<file path="src/iprc_pkg.sv">
// Constants, register map and types for the interrupt priority registers
`default_nettype none
package iprc_pkg;

    localparam int unsigned DATA_W  = 32;
    localparam int unsigned ADDR_W  = 12;
    localparam int unsigned REG_W   = 16;
    localparam int unsigned LVL_W   = 2;
    localparam int unsigned NUM_SRC = 21;

    // Printed offsets are word indices; byte address is four times the index
    localparam logic [3:0] IDX_PRI3 = 4'h3;
    localparam logic [3:0] IDX_PRI4 = 4'h4;
    localparam logic [3:0] IDX_PRI5 = 4'h5;
    localparam logic [3:0] IDX_PRI6 = 4'h6;

    localparam logic [ADDR_W-1:0] ADDR_PRI3 = {6'h00, IDX_PRI3, 2'h0};
    localparam logic [ADDR_W-1:0] ADDR_PRI4 = {6'h00, IDX_PRI4, 2'h0};
    localparam logic [ADDR_W-1:0] ADDR_PRI5 = {6'h00, IDX_PRI5, 2'h0};
    localparam logic [ADDR_W-1:0] ADDR_PRI6 = {6'h00, IDX_PRI6, 2'h0};

    // Writable bits of each register; everything else is reserved
    localparam logic [REG_W-1:0] MASK_PRI3 = 16'h000C;
    localparam logic [REG_W-1:0] MASK_PRI4 = 16'hFC3F;
    localparam logic [REG_W-1:0] MASK_PRI5 = 16'hFF3F;
    localparam logic [REG_W-1:0] MASK_PRI6 = 16'hFFCF;
    localparam logic [REG_W-1:0] RST_PRI   = 16'h0000;
    localparam logic [DATA_W-REG_W-1:0] RD_PAD = 16'h0000;

    // Field low bit positions
    localparam int unsigned CAN_BUSOFF_LSB  = 2;
    localparam int unsigned SPI_A_RX_LSB    = 14;
    localparam int unsigned SPI_B_TX_LSB    = 12;
    localparam int unsigned SPI_B_RX_LSB    = 10;
    localparam int unsigned PORT_A_LSB      = 4;
    localparam int unsigned PORT_B_LSB      = 2;
    localparam int unsigned PORT_C_LSB      = 0;
    localparam int unsigned DEC_B_INDEX_LSB = 14;
    localparam int unsigned DEC_B_HOME_LSB  = 12;
    localparam int unsigned UART_B_RX_LSB   = 10;
    localparam int unsigned UART_B_ERR_LSB  = 8;
    localparam int unsigned UART_B_IDLE_LSB = 4;
    localparam int unsigned UART_B_TXE_LSB  = 2;
    localparam int unsigned SPI_A_TX_LSB    = 0;
    localparam int unsigned TMR_C0_LSB      = 14;
    localparam int unsigned TMR_D3_LSB      = 12;
    localparam int unsigned TMR_D2_LSB      = 10;
    localparam int unsigned TMR_D1_LSB      = 8;
    localparam int unsigned TMR_D0_LSB      = 6;
    localparam int unsigned DEC_A_INDEX_LSB = 2;
    localparam int unsigned DEC_A_HOME_LSB  = 0;

    // Field encoding: 00 disables, otherwise level is code minus one
    localparam logic [LVL_W-1:0] LVL_OFF  = 2'h0;
    localparam logic [LVL_W-1:0] LVL_STEP = 2'h1;

    // Position of each source in the request and level vectors
    localparam int unsigned SRC_CAN_BUSOFF  = 0;
    localparam int unsigned SRC_SPI_A_RX    = 1;
    localparam int unsigned SRC_SPI_B_TX    = 2;
    localparam int unsigned SRC_SPI_B_RX    = 3;
    localparam int unsigned SRC_PORT_A      = 4;
    localparam int unsigned SRC_PORT_B      = 5;
    localparam int unsigned SRC_PORT_C      = 6;
    localparam int unsigned SRC_DEC_B_INDEX = 7;
    localparam int unsigned SRC_DEC_B_HOME  = 8;
    localparam int unsigned SRC_UART_B_RX   = 9;
    localparam int unsigned SRC_UART_B_ERR  = 10;
    localparam int unsigned SRC_UART_B_IDLE = 11;
    localparam int unsigned SRC_UART_B_TXE  = 12;
    localparam int unsigned SRC_SPI_A_TX    = 13;
    localparam int unsigned SRC_TMR_C0      = 14;
    localparam int unsigned SRC_TMR_D3      = 15;
    localparam int unsigned SRC_TMR_D2      = 16;
    localparam int unsigned SRC_TMR_D1      = 17;
    localparam int unsigned SRC_TMR_D0      = 18;
    localparam int unsigned SRC_DEC_A_INDEX = 19;
    localparam int unsigned SRC_DEC_A_HOME  = 20;

    typedef enum logic [1:0] {
        IPRC_ST_IDLE   = 2'b01,
        IPRC_ST_ANSWER = 2'b10
    } iprc_state_t;

endpackage
`default_nettype wire

</file>
<file path="src/iprc_forward.sv">
// Registered forwarding of enabled requests with their priority levels
`timescale 1ns/1ps
`default_nettype none
module iprc_forward #(
    parameter int unsigned N = 21
) (
    input  wire logic                       pclk,
    input  wire logic                       presetn,
    input  wire logic [N-1:0]               req,
    input  wire logic [N*iprc_pkg::LVL_W-1:0] fields,
    output var  logic [N-1:0]               out_valid,
    output var  logic [N*iprc_pkg::LVL_W-1:0] out_level
);
    import iprc_pkg::*;

    logic [N-1:0]       next_valid;
    logic [N*LVL_W-1:0] next_level;

    function automatic logic [LVL_W-1:0] level_of(input logic [LVL_W-1:0] code);
        level_of = (code == LVL_OFF) ? LVL_OFF : code - LVL_STEP;
    endfunction

    for (genvar i = 0; i < N; i++) begin : g_src
        assign next_valid[i] = req[i] && (fields[i*LVL_W +: LVL_W] != LVL_OFF);
        assign next_level[i*LVL_W +: LVL_W] = level_of(fields[i*LVL_W +: LVL_W]);
    end

    // One register stage so the arbiter sees glitch-free levels
    always_ff @(posedge pclk or negedge presetn) begin
        if (!presetn) begin
            out_valid <= '0;
            out_level <= '0;
        end else begin
            out_valid <= next_valid;
            out_level <= next_level;
        end
    end

endmodule
`default_nettype wire

</file>
<file path="src/iprc_regs.sv">
// APB register bank for interrupt priority fields and request forwarding
// What this block does
// - Field code 00 disables the request; it is never forwarded.
// - Codes 01, 10, 11 give priority levels 0, 1, 2.
// - Reset clears every priority field, so all sources start disabled.
// - Reserved bits read as zero and ignore writes.
// - Third register: CAN bus-off field at bits 3-2, bits 1-0 reserved.
// - Fourth register: SPI A rx 15-14, SPI B tx 13-12, SPI B rx 11-10.
// - Fourth register: bits 9-6 reserved; ports A, B, C at 5-4, 3-2, 1-0.
// - Fifth register: decoder B index 15-14, home/watchdog 13-12.
// - Fifth register: UART B rx full 11-10, rx error 9-8, 7-6 reserved.
// - Fifth register: UART B tx idle 5-4, tx empty 3-2, SPI A tx 1-0.
// - Sixth register: timer C ch0 15-14, timer D ch3 13-12, ch2 11-10.
// - Sixth register: timer D ch1 9-8, ch0 7-6, bits 5-4 reserved.
// - Sixth register: decoder A index 3-2, home/watchdog 1-0.
`timescale 1ns/1ps
`default_nettype none
module iprc_regs (
    input  wire logic                                        pclk,
    input  wire logic                                        presetn,
    input  wire logic                                        psel,
    input  wire logic                                        penable,
    input  wire logic                                        pwrite,
    input  wire logic [iprc_pkg::ADDR_W-1:0]                 paddr,
    input  wire logic [iprc_pkg::DATA_W-1:0]                 pwdata,
    output var  logic [iprc_pkg::DATA_W-1:0]                 prdata,
    output var  logic                                        pready,
    output var  logic                                        pslverr,
    input  wire logic [iprc_pkg::NUM_SRC-1:0]                irq_req,
    output var  logic [iprc_pkg::NUM_SRC-1:0]                irq_valid,
    output var  logic [iprc_pkg::NUM_SRC*iprc_pkg::LVL_W-1:0] irq_level
);
    import iprc_pkg::*;

    iprc_state_t            state;
    iprc_state_t            next_state;
    logic [REG_W-1:0]       pri3;
    logic [REG_W-1:0]       pri4;
    logic [REG_W-1:0]       pri5;
    logic [REG_W-1:0]       pri6;
    logic [DATA_W-1:0]      next_prdata;
    logic                   next_pready;
    logic                   next_pslverr;

    // Address decode
    function automatic logic hit(input logic [ADDR_W-1:0] a, input logic [ADDR_W-1:0] base);
        hit = (a == base);
    endfunction

    wire logic sel3    = hit(paddr, ADDR_PRI3);
    wire logic sel4    = hit(paddr, ADDR_PRI4);
    wire logic sel5    = hit(paddr, ADDR_PRI5);
    wire logic sel6    = hit(paddr, ADDR_PRI6);
    wire logic mapped  = sel3 | sel4 | sel5 | sel6;
    wire logic setup   = psel && !penable && (state == IPRC_ST_IDLE);
    // Writes land only on the edge where the access completes
    wire logic wr_ok   = psel && penable && pready && pwrite && mapped;
    wire logic [REG_W-1:0] wr_word = pwdata[REG_W-1:0];

    // Reserved bits are never stored, so they read back as zero
    wire logic [REG_W-1:0] rd_word =
        sel3 ? pri3 :
        sel4 ? pri4 :
        sel5 ? pri5 :
        sel6 ? pri6 : RST_PRI;

    // Named fields
    wire logic [LVL_W-1:0] can_busoff_level         = pri3[CAN_BUSOFF_LSB  +: LVL_W];
    wire logic [LVL_W-1:0] spi_a_rx_full_level      = pri4[SPI_A_RX_LSB    +: LVL_W];
    wire logic [LVL_W-1:0] spi_b_tx_empty_level     = pri4[SPI_B_TX_LSB    +: LVL_W];
    wire logic [LVL_W-1:0] spi_b_rx_full_level      = pri4[SPI_B_RX_LSB    +: LVL_W];
    wire logic [LVL_W-1:0] port_a_level             = pri4[PORT_A_LSB      +: LVL_W];
    wire logic [LVL_W-1:0] port_b_level             = pri4[PORT_B_LSB      +: LVL_W];
    wire logic [LVL_W-1:0] port_c_level             = pri4[PORT_C_LSB      +: LVL_W];
    wire logic [LVL_W-1:0] decoder_b_index_level    = pri5[DEC_B_INDEX_LSB +: LVL_W];
    wire logic [LVL_W-1:0] decoder_b_home_wdog_level = pri5[DEC_B_HOME_LSB +: LVL_W];
    wire logic [LVL_W-1:0] uart_b_rx_full_level     = pri5[UART_B_RX_LSB   +: LVL_W];
    wire logic [LVL_W-1:0] uart_b_rx_error_level    = pri5[UART_B_ERR_LSB  +: LVL_W];
    wire logic [LVL_W-1:0] uart_b_tx_idle_level     = pri5[UART_B_IDLE_LSB +: LVL_W];
    wire logic [LVL_W-1:0] uart_b_tx_empty_level    = pri5[UART_B_TXE_LSB  +: LVL_W];
    wire logic [LVL_W-1:0] spi_a_tx_empty_level     = pri5[SPI_A_TX_LSB    +: LVL_W];
    wire logic [LVL_W-1:0] timer_c_ch0_level        = pri6[TMR_C0_LSB      +: LVL_W];
    wire logic [LVL_W-1:0] timer_d_ch3_level        = pri6[TMR_D3_LSB      +: LVL_W];
    wire logic [LVL_W-1:0] timer_d_ch2_level        = pri6[TMR_D2_LSB      +: LVL_W];
    wire logic [LVL_W-1:0] timer_d_ch1_level        = pri6[TMR_D1_LSB      +: LVL_W];
    wire logic [LVL_W-1:0] timer_d_ch0_level        = pri6[TMR_D0_LSB      +: LVL_W];
    wire logic [LVL_W-1:0] decoder_a_index_level    = pri6[DEC_A_INDEX_LSB +: LVL_W];
    wire logic [LVL_W-1:0] decoder_a_home_wdog_level = pri6[DEC_A_HOME_LSB +: LVL_W];

    logic [NUM_SRC*LVL_W-1:0] field_vec;
    assign field_vec[SRC_CAN_BUSOFF*LVL_W  +: LVL_W] = can_busoff_level;
    assign field_vec[SRC_SPI_A_RX*LVL_W    +: LVL_W] = spi_a_rx_full_level;
    assign field_vec[SRC_SPI_B_TX*LVL_W    +: LVL_W] = spi_b_tx_empty_level;
    assign field_vec[SRC_SPI_B_RX*LVL_W    +: LVL_W] = spi_b_rx_full_level;
    assign field_vec[SRC_PORT_A*LVL_W      +: LVL_W] = port_a_level;
    assign field_vec[SRC_PORT_B*LVL_W      +: LVL_W] = port_b_level;
    assign field_vec[SRC_PORT_C*LVL_W      +: LVL_W] = port_c_level;
    assign field_vec[SRC_DEC_B_INDEX*LVL_W +: LVL_W] = decoder_b_index_level;
    assign field_vec[SRC_DEC_B_HOME*LVL_W  +: LVL_W] = decoder_b_home_wdog_level;
    assign field_vec[SRC_UART_B_RX*LVL_W   +: LVL_W] = uart_b_rx_full_level;
    assign field_vec[SRC_UART_B_ERR*LVL_W  +: LVL_W] = uart_b_rx_error_level;
    assign field_vec[SRC_UART_B_IDLE*LVL_W +: LVL_W] = uart_b_tx_idle_level;
    assign field_vec[SRC_UART_B_TXE*LVL_W  +: LVL_W] = uart_b_tx_empty_level;
    assign field_vec[SRC_SPI_A_TX*LVL_W    +: LVL_W] = spi_a_tx_empty_level;
    assign field_vec[SRC_TMR_C0*LVL_W      +: LVL_W] = timer_c_ch0_level;
    assign field_vec[SRC_TMR_D3*LVL_W      +: LVL_W] = timer_d_ch3_level;
    assign field_vec[SRC_TMR_D2*LVL_W      +: LVL_W] = timer_d_ch2_level;
    assign field_vec[SRC_TMR_D1*LVL_W      +: LVL_W] = timer_d_ch1_level;
    assign field_vec[SRC_TMR_D0*LVL_W      +: LVL_W] = timer_d_ch0_level;
    assign field_vec[SRC_DEC_A_INDEX*LVL_W +: LVL_W] = decoder_a_index_level;
    assign field_vec[SRC_DEC_A_HOME*LVL_W  +: LVL_W] = decoder_a_home_wdog_level;

    // APB answer: ready is raised in the first access cycle, so no wait states
    always_comb begin
        next_state   = state;
        next_pready  = 1'b0;
        next_pslverr = 1'b0;
        next_prdata  = prdata;
        case (state)
            IPRC_ST_IDLE: begin
                if (setup) begin
                    next_state   = IPRC_ST_ANSWER;
                    next_pready  = 1'b1;
                    next_pslverr = !mapped;
                    next_prdata  = pwrite ? {DATA_W{1'b0}} : {RD_PAD, rd_word};
                end
            end
            IPRC_ST_ANSWER: begin
                next_state = IPRC_ST_IDLE;
            end
            default: begin
                next_state = IPRC_ST_IDLE;
            end
        endcase
    end

    always_ff @(posedge pclk or negedge presetn) begin
        if (!presetn) begin
            state   <= IPRC_ST_IDLE;
            pready  <= 1'b0;
            pslverr <= 1'b0;
            prdata  <= '0;
        end else begin
            state   <= next_state;
            pready  <= next_pready;
            pslverr <= next_pslverr;
            prdata  <= next_prdata;
        end
    end

    // Masking on write keeps reserved positions at zero forever
    always_ff @(posedge pclk or negedge presetn) begin
        if (!presetn) begin
            pri3 <= RST_PRI;
            pri4 <= RST_PRI;
            pri5 <= RST_PRI;
            pri6 <= RST_PRI;
        end else if (wr_ok) begin
            if (sel3) pri3 <= wr_word & MASK_PRI3;
            if (sel4) pri4 <= wr_word & MASK_PRI4;
            if (sel5) pri5 <= wr_word & MASK_PRI5;
            if (sel6) pri6 <= wr_word & MASK_PRI6;
        end
    end

    iprc_forward #(
        .N (NUM_SRC)
    ) u_forward (
        .pclk      (pclk),
        .presetn   (presetn),
        .req       (irq_req),
        .fields    (field_vec),
        .out_valid (irq_valid),
        .out_level (irq_level)
    );

    // Helper for the checks below
    logic [NUM_SRC-1:0] field_on;
    for (genvar i = 0; i < NUM_SRC; i++) begin : g_on
        assign field_on[i] = (field_vec[i*LVL_W +: LVL_W] != LVL_OFF);
    end
endmodule
`default_nettype wire

</file>
<file path="config.mk">
export PLATFORM = sky130hd
export DESIGN_NAME = iprc_regs
export DESIGN_NICKNAME = d
export VERILOG_FILES = /design/src/iprc_pkg.sv /design/src/iprc_forward.sv /design/src/iprc_regs.sv
export SDC_FILE = /design/constraint.sdc
export NUM_CORES = 1
export LEC_CHECK = 0
export ABC_AREA = 0
export BUFFER_PORTS_ARGS = -buffer_cell sky130_fd_sc_hd__buf_2
export CAP_MARGIN = 20
export CORE_MARGIN = 10
export CORE_UTILIZATION = 43
export CTS_CLUSTER_DIAMETER = 80
export DETAILED_ROUTE_END_ITERATION = 10
export GPL_TIMING_DRIVEN = 0
export HOLD_SLACK_MARGIN = 0.15
export MAX_ROUTING_LAYER = met4
export PLACE_DENSITY = 0.81
export SLEW_MARGIN = 20
export SYNTH_ARGS = -nofsm -noshare
export SYNTH_HDL_FRONTEND = slang
export SYNTH_SLANG_ARGS = --single-unit
</file>
<file path="constraint.sdc">
create_clock -name pclk -period 3.9 [get_ports pclk]
set_input_delay 0.585 -clock pclk [delete_from_list [all_inputs] [get_ports pclk]]
set_output_delay 0.585 -clock pclk [all_outputs]
set_load 0.01 [all_outputs]
</file>
# --- Yosys cells after proc, flatten, opt, wreduce, memory -nomap -nowiden ---
# Cells that the tools add are included.
totals:
  ff_bits: 141
  inputBits: 70
  out_inout_bits: 97
  word_cells: 148
classes:
  addsub: 21
  n_eq_ne: 6
  n_mux: 32
  bitwise: 3
  reduce_logical: 76
ops:
  columns: ["operator", "count"]
  rows:
  - ["16-bit two-way mux", 5]
  - ["2-bit two-way mux", 23]
  - ["2-bit zero test", 21]
  - ["2-bit nonzero test", 21]
  - ["2-bit by 1-bit subtractor with 2-bit output (second input constant)", 21]
  - ["12-bit by 5-bit equality test with 1-bit output (second input constant)", 3]
  - ["1-bit logical AND", 27]
  - ["12-bit by 4-bit equality test with 1-bit output (second input constant)", 1]
  - ["2-bit AND reduction", 5]
  - ["1-bit two-way mux", 4]
  - ["1-bit bitwise OR", 3]
  - ["2-bit by 1-bit equality test with 1-bit output (second input constant)", 1]
  - ["1-bit zero test", 2]
  - ["2-bit inequality test (second input constant)", 1]

# --- Logic depth before layout (Yosys ltp) ---
depth:
  ltp_word: 7
  depth_mapped: 6
  depth_no_buf: 5

# --- Cells and area by module ---
# From an unflattened synthesis, not the netlist that was laid out.
hier_totals:
  hier_cells: 359
  area_unflattened_um2: 4807.1
modules_own_cells:
  columns: ["mod", "n_inst", "cells_each", "area_per_inst_um2", "seq_area_each_um2"]
  rows:
  - ["iprc_regs", 1, 233, 2810.2, 1552.7]
  - ["iprc_forward", 1, 126, 1996.9, 1576.5]

# --- Worst setup path before layout ---
# OpenSTA, ideal clock, no wires.
synth_timing:
  path_type: "in2reg"
  start: "input port paddr[10] (netlist name)"
  end: "register pri5[10]"
  setup_time_ns: 0.125
  t_arrival_ns: 2.326
  t_required_ns: 3.775
  slack_ns: 1.449
  cell_stages: 5
  path_buffers: 1
  cell_sequence: "or4_4 -> or4_4 -> nor2_8 -> buf_12 -> mux2_4"
synth_between:
  elab_chain_cells: 6
  word_cells_on_any_way: 9
  classes_between: "eq/ne (4); bitwise (3); reduce/logical (2)"
synth_lines:
  columns: ["element", "line", "source"]
  rows:
  - ["start: declaration", "iprc_regs.sv:24", "input wire logic [iprc_pkg::ADDR_W-1:0] paddr,"]
  - ["12-bit by 4-bit equality test with 1-bit output or 12-bit by 5-bit equality test with 1-bit output (tied branches)", "iprc_regs.sv:47", "hit = (a == base);"]
  - ["1-bit bitwise OR (3 in series)", "iprc_regs.sv:54", "wire logic mapped = sel3 | sel4 | sel5 | sel6;"]
  - ["1-bit logical AND", "iprc_regs.sv:57", "wire logic wr_ok = psel && penable && pready && pwrite && mapped;"]
  - ["2-bit AND reduction (no source line) *", null, null]
  - ["end signal: assignment", "iprc_regs.sv:161", "if (sel5) pri5 <= wr_word & MASK_PRI5;"]
  - ["end: declaration", "iprc_regs.sv:39", "logic [REG_W-1:0] pri5;"]
# Every way passes the cells marked *; elsewhere a longest branch is shown, timed or not.
# A chain may end at the register's enable or synchronous reset.

# --- Worst setup path in the final report ---
layout_timing:
  start: "input port paddr[10] (netlist name)"
  end: "register pri4[15]"
layout_between:
  elab_chain_cells: 6
  word_cells_on_any_way: 9
  classes_between: "eq/ne (4); bitwise (3); reduce/logical (2)"
layout_lines:
  columns: ["element", "line", "source"]
  rows:
  - ["12-bit by 4-bit equality test with 1-bit output or 12-bit by 5-bit equality test with 1-bit output (tied branches)", "iprc_regs.sv:47", null]
  - ["1-bit bitwise OR (3 in series)", "iprc_regs.sv:54", null]
  - ["1-bit logical AND", "iprc_regs.sv:57", null]
  - ["2-bit AND reduction (no source line) *", null, null]
  - ["end signal: assignment", "iprc_regs.sv:160", "if (sel4) pri4 <= wr_word & MASK_PRI4;"]
  - ["end: declaration", "iprc_regs.sv:38", "logic [REG_W-1:0] pri4;"]
# Marked as above.

==> metrics.txt <==
largest family of logic cells by synthesized area multiplexers; number of synthesized flops with an enable pin 0; Rel. slew slack 0.400; vias in the first global route 3690; dominant cell type by area after synthesis dfrtp_1; # DRC 0; layer with the highest usage met2; met2 Use GR 0.271; drt wl/cell roughly 19 um; drt first pass iters 6; post-synthesis compound-gate area fraction 0.0749; placer congestion estimate 0.839; sequential cell area approximately 3100 sq um; number of setup buffers added after CTS 0; Final Hold Viols 0; initial core utilization 0.445; Final Cycle Share 0.739; CTS Sinks roughly 130; Arr. time, crit path about 3.2 ns; Post-DRT Antenna Nets 0; asr flop ratio synth 1.00; layout cell share with drive strength beyond 1 0.425; FILL cells ~930; RSZ-0062 raised after global routing false; first-pass GRT wire length slightly below 20 mm; vias 3385; Synth Flop Type dfrtp_1; yosys warns 0; Power Dens Cells between 400 and 500 nW/um^2; Clk pin slew, worst setup/hold paths about 0.06 ns; Fin Clk Skew roughly 0.0054 ns; Power, Total just under 3 mW; H-tree depth 4; Final setup violation count 0; Slew Limit Fails 0; Mapped Cells 356; Seq/Total Area, Yosys 0.637; Via density ~5.0; Hold Path Depth 2; critical path type input port to flop; Worst Tran Pin Value just under 0.9 ns; CTS tree done; R2R cell count 5; Crit path depth 6; total of max-cap violations 0; post-synth top area share 0.632; Synth Area in Simple Gates 0.112; Die Wd around 130 um; met3 Usage GRT 0.0666; critical path endpoint category flop; Critical Path, Cell by Cell buf_2, nor4_1, nand4_1, nor2_1, buf_2, mux2_2; syn_area_per_cell roughly 14 sq um; Top delay family on crit path simple AND/OR/NAND/NOR gates; DRT iter0 DRCs around 190; worst-case clock buffer depth 2; static leakage between 3 and 4 nW; CP max stage cell nor4_1; Total Wirelength about 13 mm; Post-DP HPWL about 9.5 mm; Synth Area in XOR/XNOR 0.00178; CP Buf/Inv Count 2; clk root buf clkbuf_16; all-layer global routing usage 0.165; Synth Area in Adders 0; # IOs roughly 170; peak supply drop 0.379 mV; area of the multi-input gates about 1600 sq um; Rows 38; crit-path most repeated cell buf_2; core area 11000 sq um; status finished, final reports clean; crit start category input port; initial antenna violation count 3; synthesized area approximately 5000 sq um; mux contribution to synthesized area 0.130; die area around 16000 sq um; largest cells by area after synthesis dfrtp_1, mux2_4, mux2_2; Max Clock Freq roughly 350 MHz; largest net degree at the start of global routing a little under 70; Crit Path Max Fanout 10; #FFs+latches synth 125; port buffer count between 100 and 150; HP Class input port to flop; chip height ~130 um; GRT overflow 0; post-layout minimum cycle time about 2.9 ns; met1 GRT Util 0.170; P&R area growth vs syn 30.9%; worst stage delay on the critical path 0.77 ns; Unique masters post-synth 43; Clock Latency Late Sink around 0.41 ns; CP Data Required Time 4.19 ns; nets@finish just under 600; Setup TNS 0 ns; CTS Buf Count 17
sequential cells by signal, indices dropped and copies added, names as in the netlist:
| signal | count |
|---|---|
| u_forward.out_valid | 21 |
| pready | 1 |
| pri6 | 14 |
| pri3 | 2 |
| prdata | 16 |
| pri4 | 12 |
| u_forward.out_level | 42 |
| pslverr | 1 |
| pri5 | 14 |
| state | 2 |
cells in the final DEF (no fill, tap or decap), types with 8 or more instances in the layout:
| cell type | count |
|---|---|
| nand2_1 | 14 |
| mux2_4 | 20 |
| buf_2 | 134 |
| inv_1 | 8 |
| o21ai_0 | 15 |
| clkbuf_16 | 17 |
| nor2b_1 | 22 |
| o21a_1 | 21 |
| dfrtp_1 | 124 |
| mux2_2 | 22 |
| clkbuf_1 | 8 |
| buf_4 | 16 |
| conb_1 | 16 |
| and2_1 | 20 |
| mux2i_1 | 9 |
| nor2_1 | 13 |
kinds of logic (layout without fill, tap and decap cells):
kind of cell	count (synthesis)	after routing
compound gates	54	54
xor+xnor	1	1
buf+inv	33	199
flops	125	125
mux	51	51
other cells	1	19
simple gates	91	91
layer usage:
metal,wire [um],vias up
met5,0,-
met1,5050,1688
met3,931,24
li1,-,1556
met2,6510,117
met4,255,0
where the power goes:
group	internal [mW]	switching [mW]
Clock	0.984	0.520
Sequential	1.30	0.00110
Combinational	0.0456	0.0738
stage by stage:
stage / std cells / hold WS, ns / area, sq um / util / setup slack [ns]
2_1_floorplan: 371 / 0.289 / 4970 / - / 1.45
3_3_place_gp: 644 / 0.460 / 5810 / 0.527 / 0.758
3_5_place_dp: 645 / 0.471 / 5840 / 0.530 / 0.706
4_1_cts: 677 / 0.362 / 6420 / 0.582 / 1.12
5_1_grt: 680 / 0.373 / 6430 / 0.583 / 0.830
6_report: 680 / 0.378 / 6430 / 0.583 / 1.02
path summary, 6_finish.rpt:
check                                 start                 endpoint  slack, ns
worst min register to register    prdata[1]                prdata[1]       0.48
min in group asynchronous           presetn                  pri4[1]       0.72
worst max-delay path              paddr[10]                 pri4[15]       1.02
worst min-delay path            irq_req[10]  u_forward.out_valid[10]       0.38
worst max register to register       pready                 pri5[15]       1.97
max in group asynchronous           presetn                 state[0]       2.48
cell usage after synthesis (8+ instances only):
library cell and count:
nor2b_1 22, o21a_1 21, mux2i_1 9, mux2_2 22, inv_1 8, nand2_1 14, and2_1 20, nor2_1 13
buf_4 16, o21ai_0 15, mux2_4 20, dfrtp_1 124
cell type report:
class | instances | share of cell area
Antenna cell | 3 | 0.00117
Buffer | 25 | 0.0286
Clock buffer | 25 | 0.0755
Clock inverter | 6 | 0.0132
Inverter | 8 | 0.00467
Multi-Input combinational cell | 213 | 0.253
Sequential cell | 125 | 0.486
Tap cell | 140 | 0.0272
Timing Repair Buffer | 135 | 0.110
what timing repair did:
item,4_1_cts,5_1_grt
resized for setup,0,0
hold buffers,1,0
endpoints found under the hold margin,10,0
Note: power is estimated with default switching activity, not from simulation.
